### src/rtl/smwss_map.svh
// Register map, field positions, reset values and timing counts of the wake source selector.
`ifndef SMWSS_MAP_SVH
`define SMWSS_MAP_SVH

// ----------------------------------------
// Register indices and byte addresses
// ----------------------------------------
`define SMWSS_IDX_SEL 10'h00B
`define SMWSS_IDX_SEL2 10'h00D
`define SMWSS_IDX_PORT3_MODE 10'h0F7
`define SMWSS_ADDR_CTRL 12'h400
`define SMWSS_ADDR_STATUS 12'h404
`define SMWSS_ADDR_MASK 12'h408

// ----------------------------------------
// Field positions
// ----------------------------------------
`define SMWSS_SEL_FLAG 7
`define SMWSS_SEL_LEVEL 6
`define SMWSS_SEL_DELAY 5
`define SMWSS_SRC_LO 2
`define SMWSS_SRC_HI 4
`define SMWSS_SEL_CRYSTAL 1
`define SMWSS_SEL_DIV16 0
`define SMWSS_SEL2_WMASK 8'h5C
`define SMWSS_SEL_KEEP 8'hA0
`define SMWSS_CTRL_STOP 0
`define SMWSS_INT_RECOVERED 0
`define SMWSS_INT_STOPPED 1

// ----------------------------------------
// Reset values and timing
// ----------------------------------------
`define SMWSS_SEL_RESET 8'h20
`define SMWSS_SEL2_RESET 8'h00
`define SMWSS_PORT3_MODE_RESET 8'h00
`define SMWSS_CLK_PERIOD_NS 40
`define SMWSS_POR_DELAY_NS 2500000
`define SMWSS_POR_DELAY_CYCLES ((`SMWSS_POR_DELAY_NS + `SMWSS_CLK_PERIOD_NS - 1) / `SMWSS_CLK_PERIOD_NS)

`endif

### src/rtl/smwss_pkg.sv
// Types shared by the wake source selector.
package smwss_pkg;

  typedef enum logic [1:0] {SMWSS_RUN, SMWSS_STOP, SMWSS_DELAY, SMWSS_RECOVER} smwss_mode_t;

  typedef struct packed {
    logic [7:0] p0;
    logic [7:0] p2;
    logic [7:0] p3;
  } smwss_pins_t;

  typedef struct packed {
    smwss_pins_t s1;
    smwss_pins_t s2;
    smwss_pins_t s3;
    smwss_pins_t clean;
    logic awready;
    logic wready;
    logic arready;
    logic aw_full;
    logic [11:0] aw_addr;
    logic w_full;
    logic [7:0] w_data;
    logic w_lane0;
    logic bvalid;
    logic [1:0] bresp;
    logic rvalid;
    logic [7:0] rdata;
    logic [1:0] rresp;
    logic [7:0] stop_recovery_select;
    logic [7:0] stop_recovery_select_second;
    logic [7:0] port3_mode_control;
    logic [1:0] int_status;
    logic [1:0] int_mask;
    smwss_mode_t mode;
    logic [15:0] delay_cnt;
    logic recovery_reset;
    logic stop_active;
    logic por_timer_active;
    logic irq;
  } smwss_state_t;

endpackage : smwss_pkg

### src/rtl/smwss_top.sv
// Stop-mode wake source selector with AXI4-Lite register access.
//
// Behaviour
// - Second register keeps source bits 2-4 and level bit 6, write-only.
// - Code 000 POR only; 001 NAND port2 bits 0-3; 010 NAND port2 bits 0-7.
// - Code 011 NOR port3 bits 1-3; code 100 NAND of those three.
// - 101 NOR/110 NAND port3 1-3 with port0 0,7; 111 NAND port3 1-3 with port2 0-2.
// - Level bit chooses low or high active level of the selected combination.
// - Either register's selected event ends stop mode, whichever comes first.
// - Pins configured as outputs are dropped from the wake equation.
// - Primary register bits 6-0 write-only, bit 7 read-only.
// - Hardware sets primary bit 7 when stop mode ends by a recovery event.
// - Delay field takes its default on power-on only, kept through recovery.
// - Port 3 mode register write-only, reset by power-on, kept through recovery.
// - The recovery flag is cleared only by power-on reset.
// - Primary bit 5 decides whether the power-on timer runs after the wake event, before recovery.
`timescale 1ns/10ps
`default_nettype none
`include "smwss_map.svh"

module smwss_top
  import smwss_pkg::*;
#(
  parameter int POR_DELAY_CYCLES = `SMWSS_POR_DELAY_CYCLES
) (
  input wire logic aclk,
  input wire logic aresetn,
  input wire logic [11:0] s_axi_awaddr,
  input wire logic s_axi_awvalid,
  output logic s_axi_awready,
  input wire logic [31:0] s_axi_wdata,
  input wire logic [3:0] s_axi_wstrb,
  input wire logic s_axi_wvalid,
  output logic s_axi_wready,
  output logic [1:0] s_axi_bresp,
  output logic s_axi_bvalid,
  input wire logic s_axi_bready,
  input wire logic [11:0] s_axi_araddr,
  input wire logic s_axi_arvalid,
  output logic s_axi_arready,
  output logic [31:0] s_axi_rdata,
  output logic [1:0] s_axi_rresp,
  output logic s_axi_rvalid,
  input wire logic s_axi_rready,
  input wire logic [7:0] port0_pin,
  input wire logic [7:0] port2_pin,
  input wire logic [7:0] port3_pin,
  input wire logic [7:0] port0_is_output,
  input wire logic [7:0] port2_is_output,
  input wire logic [7:0] port3_is_output,
  output logic stop_active,
  output logic por_timer_active,
  output logic recovery_reset,
  output logic sclk_div16,
  output logic crystal_select,
  output logic [7:0] port3_mode,
  output logic irq
);

  // ----------------------------------------
  // Decoding helpers
  // ----------------------------------------
  function automatic logic [11:0] smwss_byte_addr(input logic [9:0] idx);
    smwss_byte_addr = {idx, 2'b00};
  endfunction : smwss_byte_addr

  function automatic logic smwss_mapped(input logic [11:0] addr);
    smwss_mapped = (addr == smwss_byte_addr(`SMWSS_IDX_SEL)) || (addr == smwss_byte_addr(`SMWSS_IDX_SEL2)) ||
                   (addr == smwss_byte_addr(`SMWSS_IDX_PORT3_MODE)) || (addr == `SMWSS_ADDR_CTRL) ||
                   (addr == `SMWSS_ADDR_STATUS) || (addr == `SMWSS_ADDR_MASK);
  endfunction : smwss_mapped

  // Returns one when the selected combination reaches the selected level.
  function automatic logic smwss_wake(input logic [2:0] code, input logic level, input smwss_pins_t pins,
                                      input smwss_pins_t outs);
    logic [7:0] p0_and;
    logic [7:0] p2_and;
    logic [7:0] p3_and;
    logic [7:0] p0_or;
    logic [7:0] p2_or;
    logic [7:0] p3_or;
    logic comb;
    logic valid;
    p0_and = pins.p0 | outs.p0;
    p2_and = pins.p2 | outs.p2;
    p3_and = pins.p3 | outs.p3;
    p0_or = pins.p0 & ~outs.p0;
    p2_or = pins.p2 & ~outs.p2;
    p3_or = pins.p3 & ~outs.p3;
    valid = 1'b1;
    comb = 1'b0;
    unique case (code)
      3'h0: begin
        valid = 1'b0;
      end
      3'h1: begin
        comb = ~&p2_and[3:0];
      end
      3'h2: begin
        comb = ~&p2_and;
      end
      3'h3: begin
        comb = ~|p3_or[3:1];
      end
      3'h4: begin
        comb = ~&p3_and[3:1];
      end
      3'h5: begin
        comb = ~(|p3_or[3:1] | p0_or[0] | p0_or[7]);
      end
      3'h6: begin
        comb = ~(&p3_and[3:1] & p0_and[0] & p0_and[7]);
      end
      3'h7: begin
        comb = ~(&p3_and[3:1] & &p2_and[2:0]);
      end
    endcase
    smwss_wake = valid & ~(comb ^ level);
  endfunction : smwss_wake

  // ----------------------------------------
  // State
  // ----------------------------------------
  smwss_state_t st;
  smwss_state_t next_st;
  logic do_write;
  logic [7:0] wr_data;
  logic wake;
  smwss_pins_t outs;
  smwss_pins_t agree;

  always_comb begin
    next_st = st;
    outs = '{p0: port0_is_output, p2: port2_is_output, p3: port3_is_output};
    do_write = 1'b0;
    wr_data = st.w_data;
    // Pins pass three flops; a change counts once stages two and three agree.
    next_st.s1 = '{p0: port0_pin, p2: port2_pin, p3: port3_pin};
    next_st.s2 = st.s1;
    next_st.s3 = st.s2;
    agree = ~(st.s2 ^ st.s3);
    next_st.clean = (st.s3 & agree) | (st.clean & ~agree);
    wake = smwss_wake(st.stop_recovery_select[`SMWSS_SRC_HI:`SMWSS_SRC_LO],
                      st.stop_recovery_select[`SMWSS_SEL_LEVEL], st.clean, outs) |
           smwss_wake(st.stop_recovery_select_second[`SMWSS_SRC_HI:`SMWSS_SRC_LO],
                      st.stop_recovery_select_second[`SMWSS_SEL_LEVEL], st.clean, outs);

    // AXI4-Lite write: address and data are taken in either order.
    if (s_axi_awvalid && st.awready) begin
      next_st.aw_full = 1'b1;
      next_st.aw_addr = s_axi_awaddr;
    end
    if (s_axi_wvalid && st.wready) begin
      next_st.w_full = 1'b1;
      next_st.w_data = s_axi_wdata[7:0];
      next_st.w_lane0 = s_axi_wstrb[0];
    end
    if (st.bvalid && s_axi_bready) begin
      next_st.bvalid = 1'b0;
    end
    if (st.aw_full && st.w_full && !st.bvalid) begin
      do_write = st.w_lane0;
      next_st.aw_full = 1'b0;
      next_st.w_full = 1'b0;
      next_st.bvalid = 1'b1;
      next_st.bresp = smwss_mapped(st.aw_addr) ? 2'h0 : 2'h2;
    end
    next_st.awready = !next_st.aw_full;
    next_st.wready = !next_st.w_full;

    // AXI4-Lite read: write-only storage reads as zero.
    if (st.rvalid && s_axi_rready) begin
      next_st.rvalid = 1'b0;
    end
    if (s_axi_arvalid && st.arready) begin
      next_st.rvalid = 1'b1;
      next_st.rresp = smwss_mapped(s_axi_araddr) ? 2'h0 : 2'h2;
      next_st.rdata = 8'h00;
      if (s_axi_araddr == smwss_byte_addr(`SMWSS_IDX_SEL)) begin
        next_st.rdata[`SMWSS_SEL_FLAG] = st.stop_recovery_select[`SMWSS_SEL_FLAG];
      end else if (s_axi_araddr == `SMWSS_ADDR_CTRL) begin
        next_st.rdata[`SMWSS_CTRL_STOP] = (st.mode != SMWSS_RUN);
      end else if (s_axi_araddr == `SMWSS_ADDR_STATUS) begin
        next_st.rdata[1:0] = st.int_status;
      end else if (s_axi_araddr == `SMWSS_ADDR_MASK) begin
        next_st.rdata[1:0] = st.int_mask;
      end
    end
    next_st.arready = !next_st.rvalid;

    // Register writes.
    if (do_write) begin
      if (st.aw_addr == smwss_byte_addr(`SMWSS_IDX_SEL)) begin
        next_st.stop_recovery_select = {st.stop_recovery_select[`SMWSS_SEL_FLAG], wr_data[6:0]};
      end else if (st.aw_addr == smwss_byte_addr(`SMWSS_IDX_SEL2)) begin
        next_st.stop_recovery_select_second = wr_data & `SMWSS_SEL2_WMASK;
      end else if (st.aw_addr == smwss_byte_addr(`SMWSS_IDX_PORT3_MODE)) begin
        next_st.port3_mode_control = wr_data;
      end else if (st.aw_addr == `SMWSS_ADDR_STATUS) begin
        next_st.int_status = st.int_status & ~wr_data[1:0];
      end else if (st.aw_addr == `SMWSS_ADDR_MASK) begin
        next_st.int_mask = wr_data[1:0];
      end
    end

    // Stop and recovery sequence.
    next_st.recovery_reset = 1'b0;
    unique case (st.mode)
      SMWSS_RUN: begin
        if (do_write && st.aw_addr == `SMWSS_ADDR_CTRL && wr_data[`SMWSS_CTRL_STOP]) begin
          next_st.mode = SMWSS_STOP;
          next_st.int_status[`SMWSS_INT_STOPPED] = 1'b1;
        end
      end
      SMWSS_STOP: begin
        if (wake) begin
          if (st.stop_recovery_select[`SMWSS_SEL_DELAY]) begin
            next_st.mode = SMWSS_DELAY;
            next_st.delay_cnt = 16'(POR_DELAY_CYCLES - 1);
          end else begin
            next_st.mode = SMWSS_RECOVER;
          end
        end
      end
      SMWSS_DELAY: begin
        if (st.delay_cnt == 16'h0000) begin
          next_st.mode = SMWSS_RECOVER;
        end else begin
          next_st.delay_cnt = st.delay_cnt - 16'h0001;
        end
      end
      SMWSS_RECOVER: begin
        next_st.mode = SMWSS_RUN;
        next_st.recovery_reset = 1'b1;
        next_st.stop_recovery_select = (`SMWSS_SEL_RESET & ~`SMWSS_SEL_KEEP) |
                                       (st.stop_recovery_select & `SMWSS_SEL_KEEP);
        next_st.stop_recovery_select[`SMWSS_SEL_FLAG] = 1'b1;
        next_st.stop_recovery_select_second = `SMWSS_SEL2_RESET;
        next_st.port3_mode_control = st.port3_mode_control;
        next_st.int_status[`SMWSS_INT_RECOVERED] = 1'b1;
      end
    endcase
    next_st.stop_active = (next_st.mode == SMWSS_STOP);
    next_st.por_timer_active = (next_st.mode == SMWSS_DELAY);
    next_st.irq = |(next_st.int_status & next_st.int_mask);
  end

  // ----------------------------------------
  // Registers
  // ----------------------------------------
  always_ff @(posedge aclk) begin
    if (!aresetn) begin
      st <= '0;
      st.awready <= 1'b1;
      st.wready <= 1'b1;
      st.arready <= 1'b1;
      st.stop_recovery_select <= `SMWSS_SEL_RESET;
      st.stop_recovery_select_second <= `SMWSS_SEL2_RESET;
      st.port3_mode_control <= `SMWSS_PORT3_MODE_RESET;
      st.mode <= SMWSS_RUN;
    end else begin
      st <= next_st;
    end
  end

  // ----------------------------------------
  // Outputs
  // ----------------------------------------
  assign s_axi_awready = st.awready;
  assign s_axi_wready = st.wready;
  assign s_axi_bvalid = st.bvalid;
  assign s_axi_bresp = st.bresp;
  assign s_axi_arready = st.arready;
  assign s_axi_rvalid = st.rvalid;
  assign s_axi_rresp = st.rresp;
  assign s_axi_rdata = {24'h000000, st.rdata};
  assign stop_active = st.stop_active;
  assign por_timer_active = st.por_timer_active;
  assign recovery_reset = st.recovery_reset;
  assign sclk_div16 = st.stop_recovery_select[`SMWSS_SEL_DIV16];
  assign crystal_select = st.stop_recovery_select[`SMWSS_SEL_CRYSTAL];
  assign port3_mode = st.port3_mode_control;
  assign irq = st.irq;

endmodule : smwss_top

`default_nettype wire

### config.mk
export PLATFORM = sky130hd
export DESIGN_NAME = smwss_top
export DESIGN_NICKNAME = d
export VERILOG_FILES = /design/src/rtl/smwss_pkg.sv /design/src/rtl/smwss_top.sv
export VERILOG_INCLUDE_DIRS = /design/src /design/src/rtl
export SDC_FILE = /design/constraint.sdc
export NUM_CORES = 1
export LEC_CHECK = 0
export ABC_CLOCK_PERIOD_IN_PS = 2500
export BUFFER_PORTS_ARGS = -buffer_cell sky130_fd_sc_hd__buf_2
export CAP_MARGIN = 10
export CORE_UTILIZATION = 46
export DETAILED_ROUTE_END_ITERATION = 7
export PLACE_DENSITY = 0.76
export SKIP_CTS_REPAIR_TIMING = 1
export SYNTH_ARGS = -nofsm -noshare
export SYNTH_HDL_FRONTEND = slang
export SYNTH_SLANG_ARGS = --single-unit
### constraint.sdc
create_clock -name aclk -period 2.5 [get_ports aclk]
set_input_delay 0.75 -clock aclk [delete_from_list [all_inputs] [get_ports aclk]]
set_output_delay 0.75 -clock aclk [all_outputs]
set_load 0.005 [all_outputs]
# After elaboration in Yosys (flattened, before gate mapping)
# Index checks and enable logic that the tools add are counted.
dict set report totals {
  input_bits 115
  n_memories 0
  mem_bits_rw 0
  out_inout_bits 55
  elab_cells 198
  latchBits 0
  regBits 177
  romBits 0
}
dict set report classes {
  n_bitwise 35
  shifts 0
  n_mul 0
  div_mod_pow 0
  mux 44
  order_cmp 0
  addsub 1
  n_reduce_logical 46
  n_eq_ne 34
}
# cell n
set op_table {}
lappend op_table {{$eq A12 B11 Y1 const B} 6}
lappend op_table {{$and A24 B24 Y24} 2}
lappend op_table {{$eq A12 B6 Y1 const B} 4}
lappend op_table {{$not A24 Y24} 2}
lappend op_table {{$mux W16} 2}
lappend op_table {{$pmux W16 S2} 1}
lappend op_table {{$mux W27} 1}
lappend op_table {{$eq A12 B10 Y1 const B} 2}
lappend op_table {{$eq A3 B3 Y1 const B} 8}
lappend op_table {{$mux W24} 1}
lappend op_table {{$or A24 B24 Y24} 1}
lappend op_table {{$xor A24 B24 Y24} 1}
lappend op_table {{$mux W2} 10}
lappend op_table {{$mux W19} 1}
lappend op_table {{$mux W18} 1}
lappend op_table {{$logic_not A16 Y1} 1}
lappend op_table {{$or A8 B8 Y8} 2}
lappend op_table {{$sub A16 B1 Y16 const B} 1}
lappend op_table {{$mux W1} 15}
lappend op_table {{$mux W7} 2}
lappend op_table {{$pmux W1 S7} 2}
lappend op_table {{$mux W13} 1}
lappend op_table {{$eq A3 B2 Y1 const B} 4}
lappend op_table {{$mux W12} 1}
lappend op_table {{34 further kinds} 88}

# Logic depth before layout (Yosys ltp)
# Gate-level depths: netlist of the first run.
dict set report depth {
  ltp_word 14
  ltp_mapped 10
}

# Worst setup path before layout of the first run
# Ideal clock, no wire load.
dict set report synth_path {
  kind {in2reg}
  startpoint {in port2_is_output[1]}
  endpoint {reg st[9] (netlist name)}
  path_buffers 0
  arrival_time_ps 2518
  setup_slack_ps -122
  setup_ps 103
  t_required_ps 2397
  path_stages 8
  cell_sequence {o22ai_2 > nor3_4 > a2111oi_1 > a311o_1 > or4_1 > o211ai_2 > nand3_4 > a2111oi_2}
}
dict set report synth_between {
  elab_chain_cells 11
  word_cells_on_any_way 19
  classes_between {eq/ne (1); mux (2); bitwise (10); reduce/logical (6)}
}
# item line_no
set synth_rtl {}
lappend synth_rtl {{start: declaration} smwss_top.sv:49} ;# input wire logic [7:0] port2_is_output,
lappend synth_rtl {{$or A8 B8 Y8 *} smwss_top.sv:85} ;# p2_and = pins.p2 | outs.p2;
lappend synth_rtl {{$reduce_and A3 Y1} smwss_top.sv:115} ;# comb = ~(&p3_and[3:1] & &p2_and[2:0]);
lappend synth_rtl {{$and A1 B1 Y1} smwss_top.sv:115}
lappend synth_rtl {{$not A1 Y1} smwss_top.sv:115}
lappend synth_rtl {{$pmux W1 S7} smwss_top.sv:92} ;# unique case (code)
lappend synth_rtl {{$xor A1 B1 Y1} smwss_top.sv:118} ;# smwss_wake = valid & ~(comb ^ level);
lappend synth_rtl {{$not A1 Y1} smwss_top.sv:118}
lappend synth_rtl {{$and A1 B1 Y1} smwss_top.sv:118}
lappend synth_rtl {{$or A1 B1 Y1 *} smwss_top.sv:143} ;# wake = smwss_wake(st.stop_recovery_select[`SMWSS_SRC_HI:`SMWSS_SRC_LO],
lappend synth_rtl {{$ne A2 B2 Y1 (no source line) *} n/a}
lappend synth_rtl {{$reduce_and A4 Y1 (no source line) *} n/a}
lappend synth_rtl {{end signal: assignment} smwss_top.sv:262} ;# st <= next_st;
lappend synth_rtl {{end: declaration} smwss_top.sv:124} ;# smwss_state_t st;
# Mark *: on every way between the ends. The rest lies on a longest branch, timed or not.
# A chain may end at the register's enable or synchronous reset.

# Final worst setup path of the first run
dict set report layout_path {
  startpoint {in port3_is_output[2]}
  endpoint {reg st[9] (netlist name)}
}
dict set report layout_between {
  elab_chain_cells 13
  word_cells_on_any_way 26
  classes_between {eq/ne (1); mux (2); bitwise (18); reduce/logical (5)}
}
# item line_no
set layout_rtl {}
lappend layout_rtl {{start: declaration} smwss_top.sv:50} ;# input wire logic [7:0] port3_is_output,
lappend layout_rtl {{$not A4 Y4} smwss_top.sv:89} ;# p3_or = pins.p3 & ~outs.p3;
lappend layout_rtl {{$and A4 B4 Y4} smwss_top.sv:89}
lappend layout_rtl {{$reduce_or A3 Y1} {smwss_top.sv:103, smwss_top.sv:109}}
lappend layout_rtl {{$or A1 B1 Y1 (2 in a row)} smwss_top.sv:109} ;# comb = ~(|p3_or[3:1] | p0_or[0] | p0_or[7]);
lappend layout_rtl {{$not A1 Y1} smwss_top.sv:109}
lappend layout_rtl {{$pmux W1 S7} smwss_top.sv:92}
lappend layout_rtl {{$xor A1 B1 Y1} smwss_top.sv:118}
lappend layout_rtl {{$not A1 Y1} smwss_top.sv:118}
lappend layout_rtl {{$and A1 B1 Y1} smwss_top.sv:118}
lappend layout_rtl {{$or A1 B1 Y1 *} smwss_top.sv:143}
lappend layout_rtl {{$ne A2 B2 Y1 (no source line) *} n/a}
lappend layout_rtl {{$reduce_and A4 Y1 (no source line) *} n/a}
# Marks and branches as above.

==> run metrics, run 1 <==
largest net degree at the start of global routing=39; H-tree depth=4; # port buffers=89; DRC Markers=0; Async SR Flop Fraction=0; Antenna Nets Post-Route=0; total number of vias=4538; Yosys top cell by area=dfxtp_1; crit share post-route=0.959; worst-path maximum fanout=5; DR vias/cell=5.25; Synth top cells by count=dfxtp_1, nand2_1, nor2_1, a21oi_1, buf_4; RSZ-0062 raised after global routing=false; Synth cell types=67; critical path arrival=2.70 ns; WL per Instance=13.6 um; Synth-to-Final Area Change=19.3%; core area=11500 um2; I/O pin count=170; placed cell areas=5900 um2; post-layout net count=827; initial antenna violation count=1; synthesized flop and latch total=131; Crit. End Element=flop; first-pass GRT wire length=20200 um; Top FF cell, synth=dfxtp_1; post-synth top area share=0.481; grt ovf=0; die span in x=111 um; Power Dens Cells=752 nW/um2; layout cells sized above 1=0.205; Syn Inst Count=624; clk_lat worst skew=0.40 ns; most instantiated library cell after synthesis=dfxtp_1; Clock transition at path regs=0.05 ns; Final Max Tran Viols=0; final setup violation count=0; worst path required time=2.80 ns; max-cap viol count=0; setup TNS=0 ns; worst slack at placement=-0.299 ns; num rows=39; Clock Sinks=131; worst setup path startpoint=port3_is_output[2]; dpl hpwl=8250 um; GPL Wtd Cong=0.876; ranking of synthesized cells by area=dfxtp_1, buf_4, nand2_1; Crit Path Category=in2reg; hold path start=next_st[146]; CTS buffer count=17; maximum vdd drop=444 uV; Final Hold Fails=0; worst-margin pin slew=0.575 ns; Worst Skew=0.00724 ns; utilization after layout=0.567; Initial Util=0.475; CTS root buf=clkbuf_16; Total Routed Length=11800 um; number of global-route vias before repair=4468; filler cell count=981; Worst slew margin=0.613; Clock Path Buffers=2; 1st-iter DRT viols=191; chip height=111 um; design area=6500 um2; f_max=417 MHz; number of enable flip-flop cells after synthesis=0; fin crit period=2.40 ns; synthesized area=5450 um2; CTS tree=built; min-delay worst type=reg2reg; sequential-to-total area share from yosys stat=0.481; overall power=4890 uW; Synthesis Warnings=0; startpoint types=primary input; status=completed; Global Route Usage Sum=0.201; Leak=0.00273 uW; Final WS setup=0.103 ns; die area=12300 um2; drt pass-1 iters=4; syn_area_per_cell=8.73 um2
==> registers in the layout, indices dropped and copies added, names as in the netlist, 3 cells and up, named ones only <==
register,flops
st,60
next_st,26
port3_mode,8
wr_data,8
s_axi_rdata,3
==> placed cells by master (no fill, tap or decap), types with 3 or more instances in the layout <==
cell       count
o21a_1         3
a21oi_1       48
o22ai_1        5
and2_1        43
bufinv_16      3
xnor2_1        3
a211oi_1       5
clkbuf_8       4
conb_1        31
buf_2         89
clkbuf_16     17
o21ai_0       22
nand3b_1       4
a31oi_1        3
inv_1         17
nor2_1        52
clkbuf_1       3
nand3_1       16
buf_4         16
nor3_1        24
nor2b_1        5
and3_1         6
nand4_1        3
xor2_1         5
nor4_1         9
nand2_1       79
dfxtp_1      131
nand2b_1       3
mux2i_1       20
==> stage by stage <==
step                hold WS [ns]  std cells
CTS                        0.429        864
detailed placement         0.420        835
global placement           0.415        835
floorplan                  0.412        654
finish                     0.428        865
global route               0.449        865
==> worst max-delay path: stages <==
cell       delay, ns
buf_2           0.10
o22ai_1         0.13
nor3_1          0.21
o22ai_1         0.11
a311o_1         0.33
or4_1           0.42
o211ai_2        0.14
nand3_4         0.14
a2111oi_2       0.36
==> final timing paths <==
kind / endpoint / slack, ns / cells past startpoint
worst max register to register: st[9] / 0.13 / 8
worst min-delay path: next_st[122] / 0.43 / 1
worst max-delay path: st[9] / 0.10 / 9
worst min register to register: next_st[122] / 0.43 / 1
==> layout make-up <==
class | instances | area, um2 | share of cell area
antenna | 1 | 2.50 | 0.000385
clock buffer | 24 | 492 | 0.0757
clock inverter | 5 | 100 | 0.0154
inverter | 18 | 67.6 | 0.0104
multi-input combinational | 438 | 2470 | 0.380
sequential | 131 | 2620 | 0.404
tap | 143 | 179 | 0.0275
timing repair buffer | 105 | 566 | 0.0870
==> layer usage <==
metal / track usage / vias up / part of all wire
met5: 0 / - / 0
met2: 0.346 / 148 / 0.50
met3: 0.0530 / 29 / 0.047
li1: - / 2243 / -
met1: 0.230 / 2118 / 0.43
met4: 0.101 / 0 / 0.026
==> power by group <==
group          internal (uW)  total, uW  switching [uW]
combinational            100        242             142
clock                   1650       2450             802
sequential              2150       2190            39.8
==> kinds of logic (layout without fill, tap and decap cells) <==
family          after synthesis  count (layout)  share of synthesized area
mux                          21              21                     0.0388
buf+inv                      85             152                     0.0905
simple gates                265             265                      0.246
xor+xnor                      8               8                     0.0129
compound gates              112             112                      0.128
flops                       131             131                      0.481
fa+ha+maj                     1               1                    0.00230
other cells                   1              32                   0.000688
(Power assumes the default switching activity.)
==> run 2: changes to the inputs <==
--- a/config.mk
+++ b/config.mk
@@ -11,7 +11,7 @@
 export CAP_MARGIN = 10
 export CORE_UTILIZATION = 46
 export DETAILED_ROUTE_END_ITERATION = 7
-export PLACE_DENSITY = 0.76
+export PLACE_DENSITY = 0.74
 export SKIP_CTS_REPAIR_TIMING = 1
 export SYNTH_ARGS = -nofsm -noshare
 export SYNTH_HDL_FRONTEND = slang
==> run metrics, run 2 (same netlist as run 1, synthesis figures left out) <==
hold path start=next_st[146]; worst-margin pin slew=0.532 ns; overall power=4930 uW; post-layout net count=825; Synth-to-Final Area Change=20.0%; Final Max Tran Viols=0; Worst slew margin=0.643; largest net degree at the start of global routing=55; GPL Wtd Cong=0.821; Leak=0.00272 uW; min-delay worst type=reg2reg; R2R Path Start=st[9]; RSZ-0062 raised after global routing=true; Global Route Usage Sum=0.199; die area=12300 um2; dpl hpwl=8310 um; Final WS setup=0.0697 ns; Reg with most FFs=st; Worst Skew=0.00818 ns; worst-path maximum fanout=5; 1st-iter DRT viols=284; CTS buffer count=17; initial antenna violation count=0; Crit. End Element=flop; layout cells sized above 1=0.215; f_max=411 MHz; worst slack at placement=-0.350 ns; total number of vias=4521; worst path required time=2.80 ns; H-tree depth=4; # port buffers=89; CTS root buf=clkbuf_16; chip height=111 um; utilization after layout=0.570; max-cap viol count=0; crit share post-route=0.972; filler cell count=991; Initial Util=0.475; CTS tree=built; Crit Path Category=in2reg; maximum vdd drop=380 uV; first-pass GRT wire length=19800 um; final setup violation count=0; DRC Markers=0; Largest register FFs=60; DR vias/cell=5.23; Clock transition at path regs=0.05 ns; die span in x=111 um; Total Routed Length=11800 um; fin crit period=2.43 ns; Clock Path Buffers=2; clk_lat worst skew=0.41 ns; Clock Sinks=131; num rows=39; grt ovf=0; number of diodes=0; most common cell after layout, fill and taps aside=dfxtp_1; Reg area=2630 um2; WL per Instance=13.6 um; startpoint types=primary input; WHS=0.428 ns; I/O pin count=170; core area=11500 um2; worst setup path startpoint=port3_is_output[2]; number of global-route vias before repair=4385; status=completed; drt pass-1 iters=5; Antenna Nets Post-Route=0; Final Hold Fails=0; r2r setup slk=0.09 ns; most frequent cells in the layout=dfxtp_1, buf_2, nand2_1; Power Dens Cells=754 nW/um2; critical path arrival=2.73 ns; multi-input logic area=2500 um2
## run 2: changes by cell type in the layout (fill, tap and decap cells not counted), sizes merged
cell,change
clkinv,+3
buf,-2
clkinvlp,+2
diode,-1
clkbuf,-2
## run 2: per-stage QoR
stage	cell area (um2)	std cells	setup TNS, ns
after CTS	6500	865	0
after floorplan	5580	654	-0.0951
after detailed placement	5900	833	-4.51
after global routing	6540	865	-0.0490
final	6540	865	0
after global placement	5900	833	-3.45
## run 2: per-layer routing
layer	global-route usage	routed length, um	up-vias
met3	0.0552	567	20
li1	-	-	2236
met5	0	0	-
met2	0.342	5970	144
met4	0.0818	201	0
met1	0.232	5060	2121
## run 2: path summary, 6_finish.rpt
kind / to / cells after the start
max reg2reg: st[9] / 7
max: st[9] / 9
min: next_st[122] / 1
min reg2reg: next_st[122] / 1
## run 2: area by class of cell
class | instances | area share
well taps | 143 | 0.0274
inverters | 18 | 0.0103
multi-input cells | 438 | 0.382
clock buffers | 22 | 0.0725
clock inverters | 10 | 0.0199
flip-flops and latches | 131 | 0.402
repair buffers | 103 | 0.0861
## run 2: worst max-delay path, stage by stage
cell,delay (ns)
buf_2,0.09
o22ai_1,0.13
nor3_1,0.19
o22ai_1,0.11
a311o_1,0.34
or4_1,0.46
o211ai_4,0.14
nand3_4,0.14
a2111oi_4,0.37
## run 2: power breakdown
part / total [uW] / switching [uW] / internal [uW]
logic: 242 / 141 / 101
clock network: 2500 / 862 / 1640
registers: 2190 / 41.1 / 2150
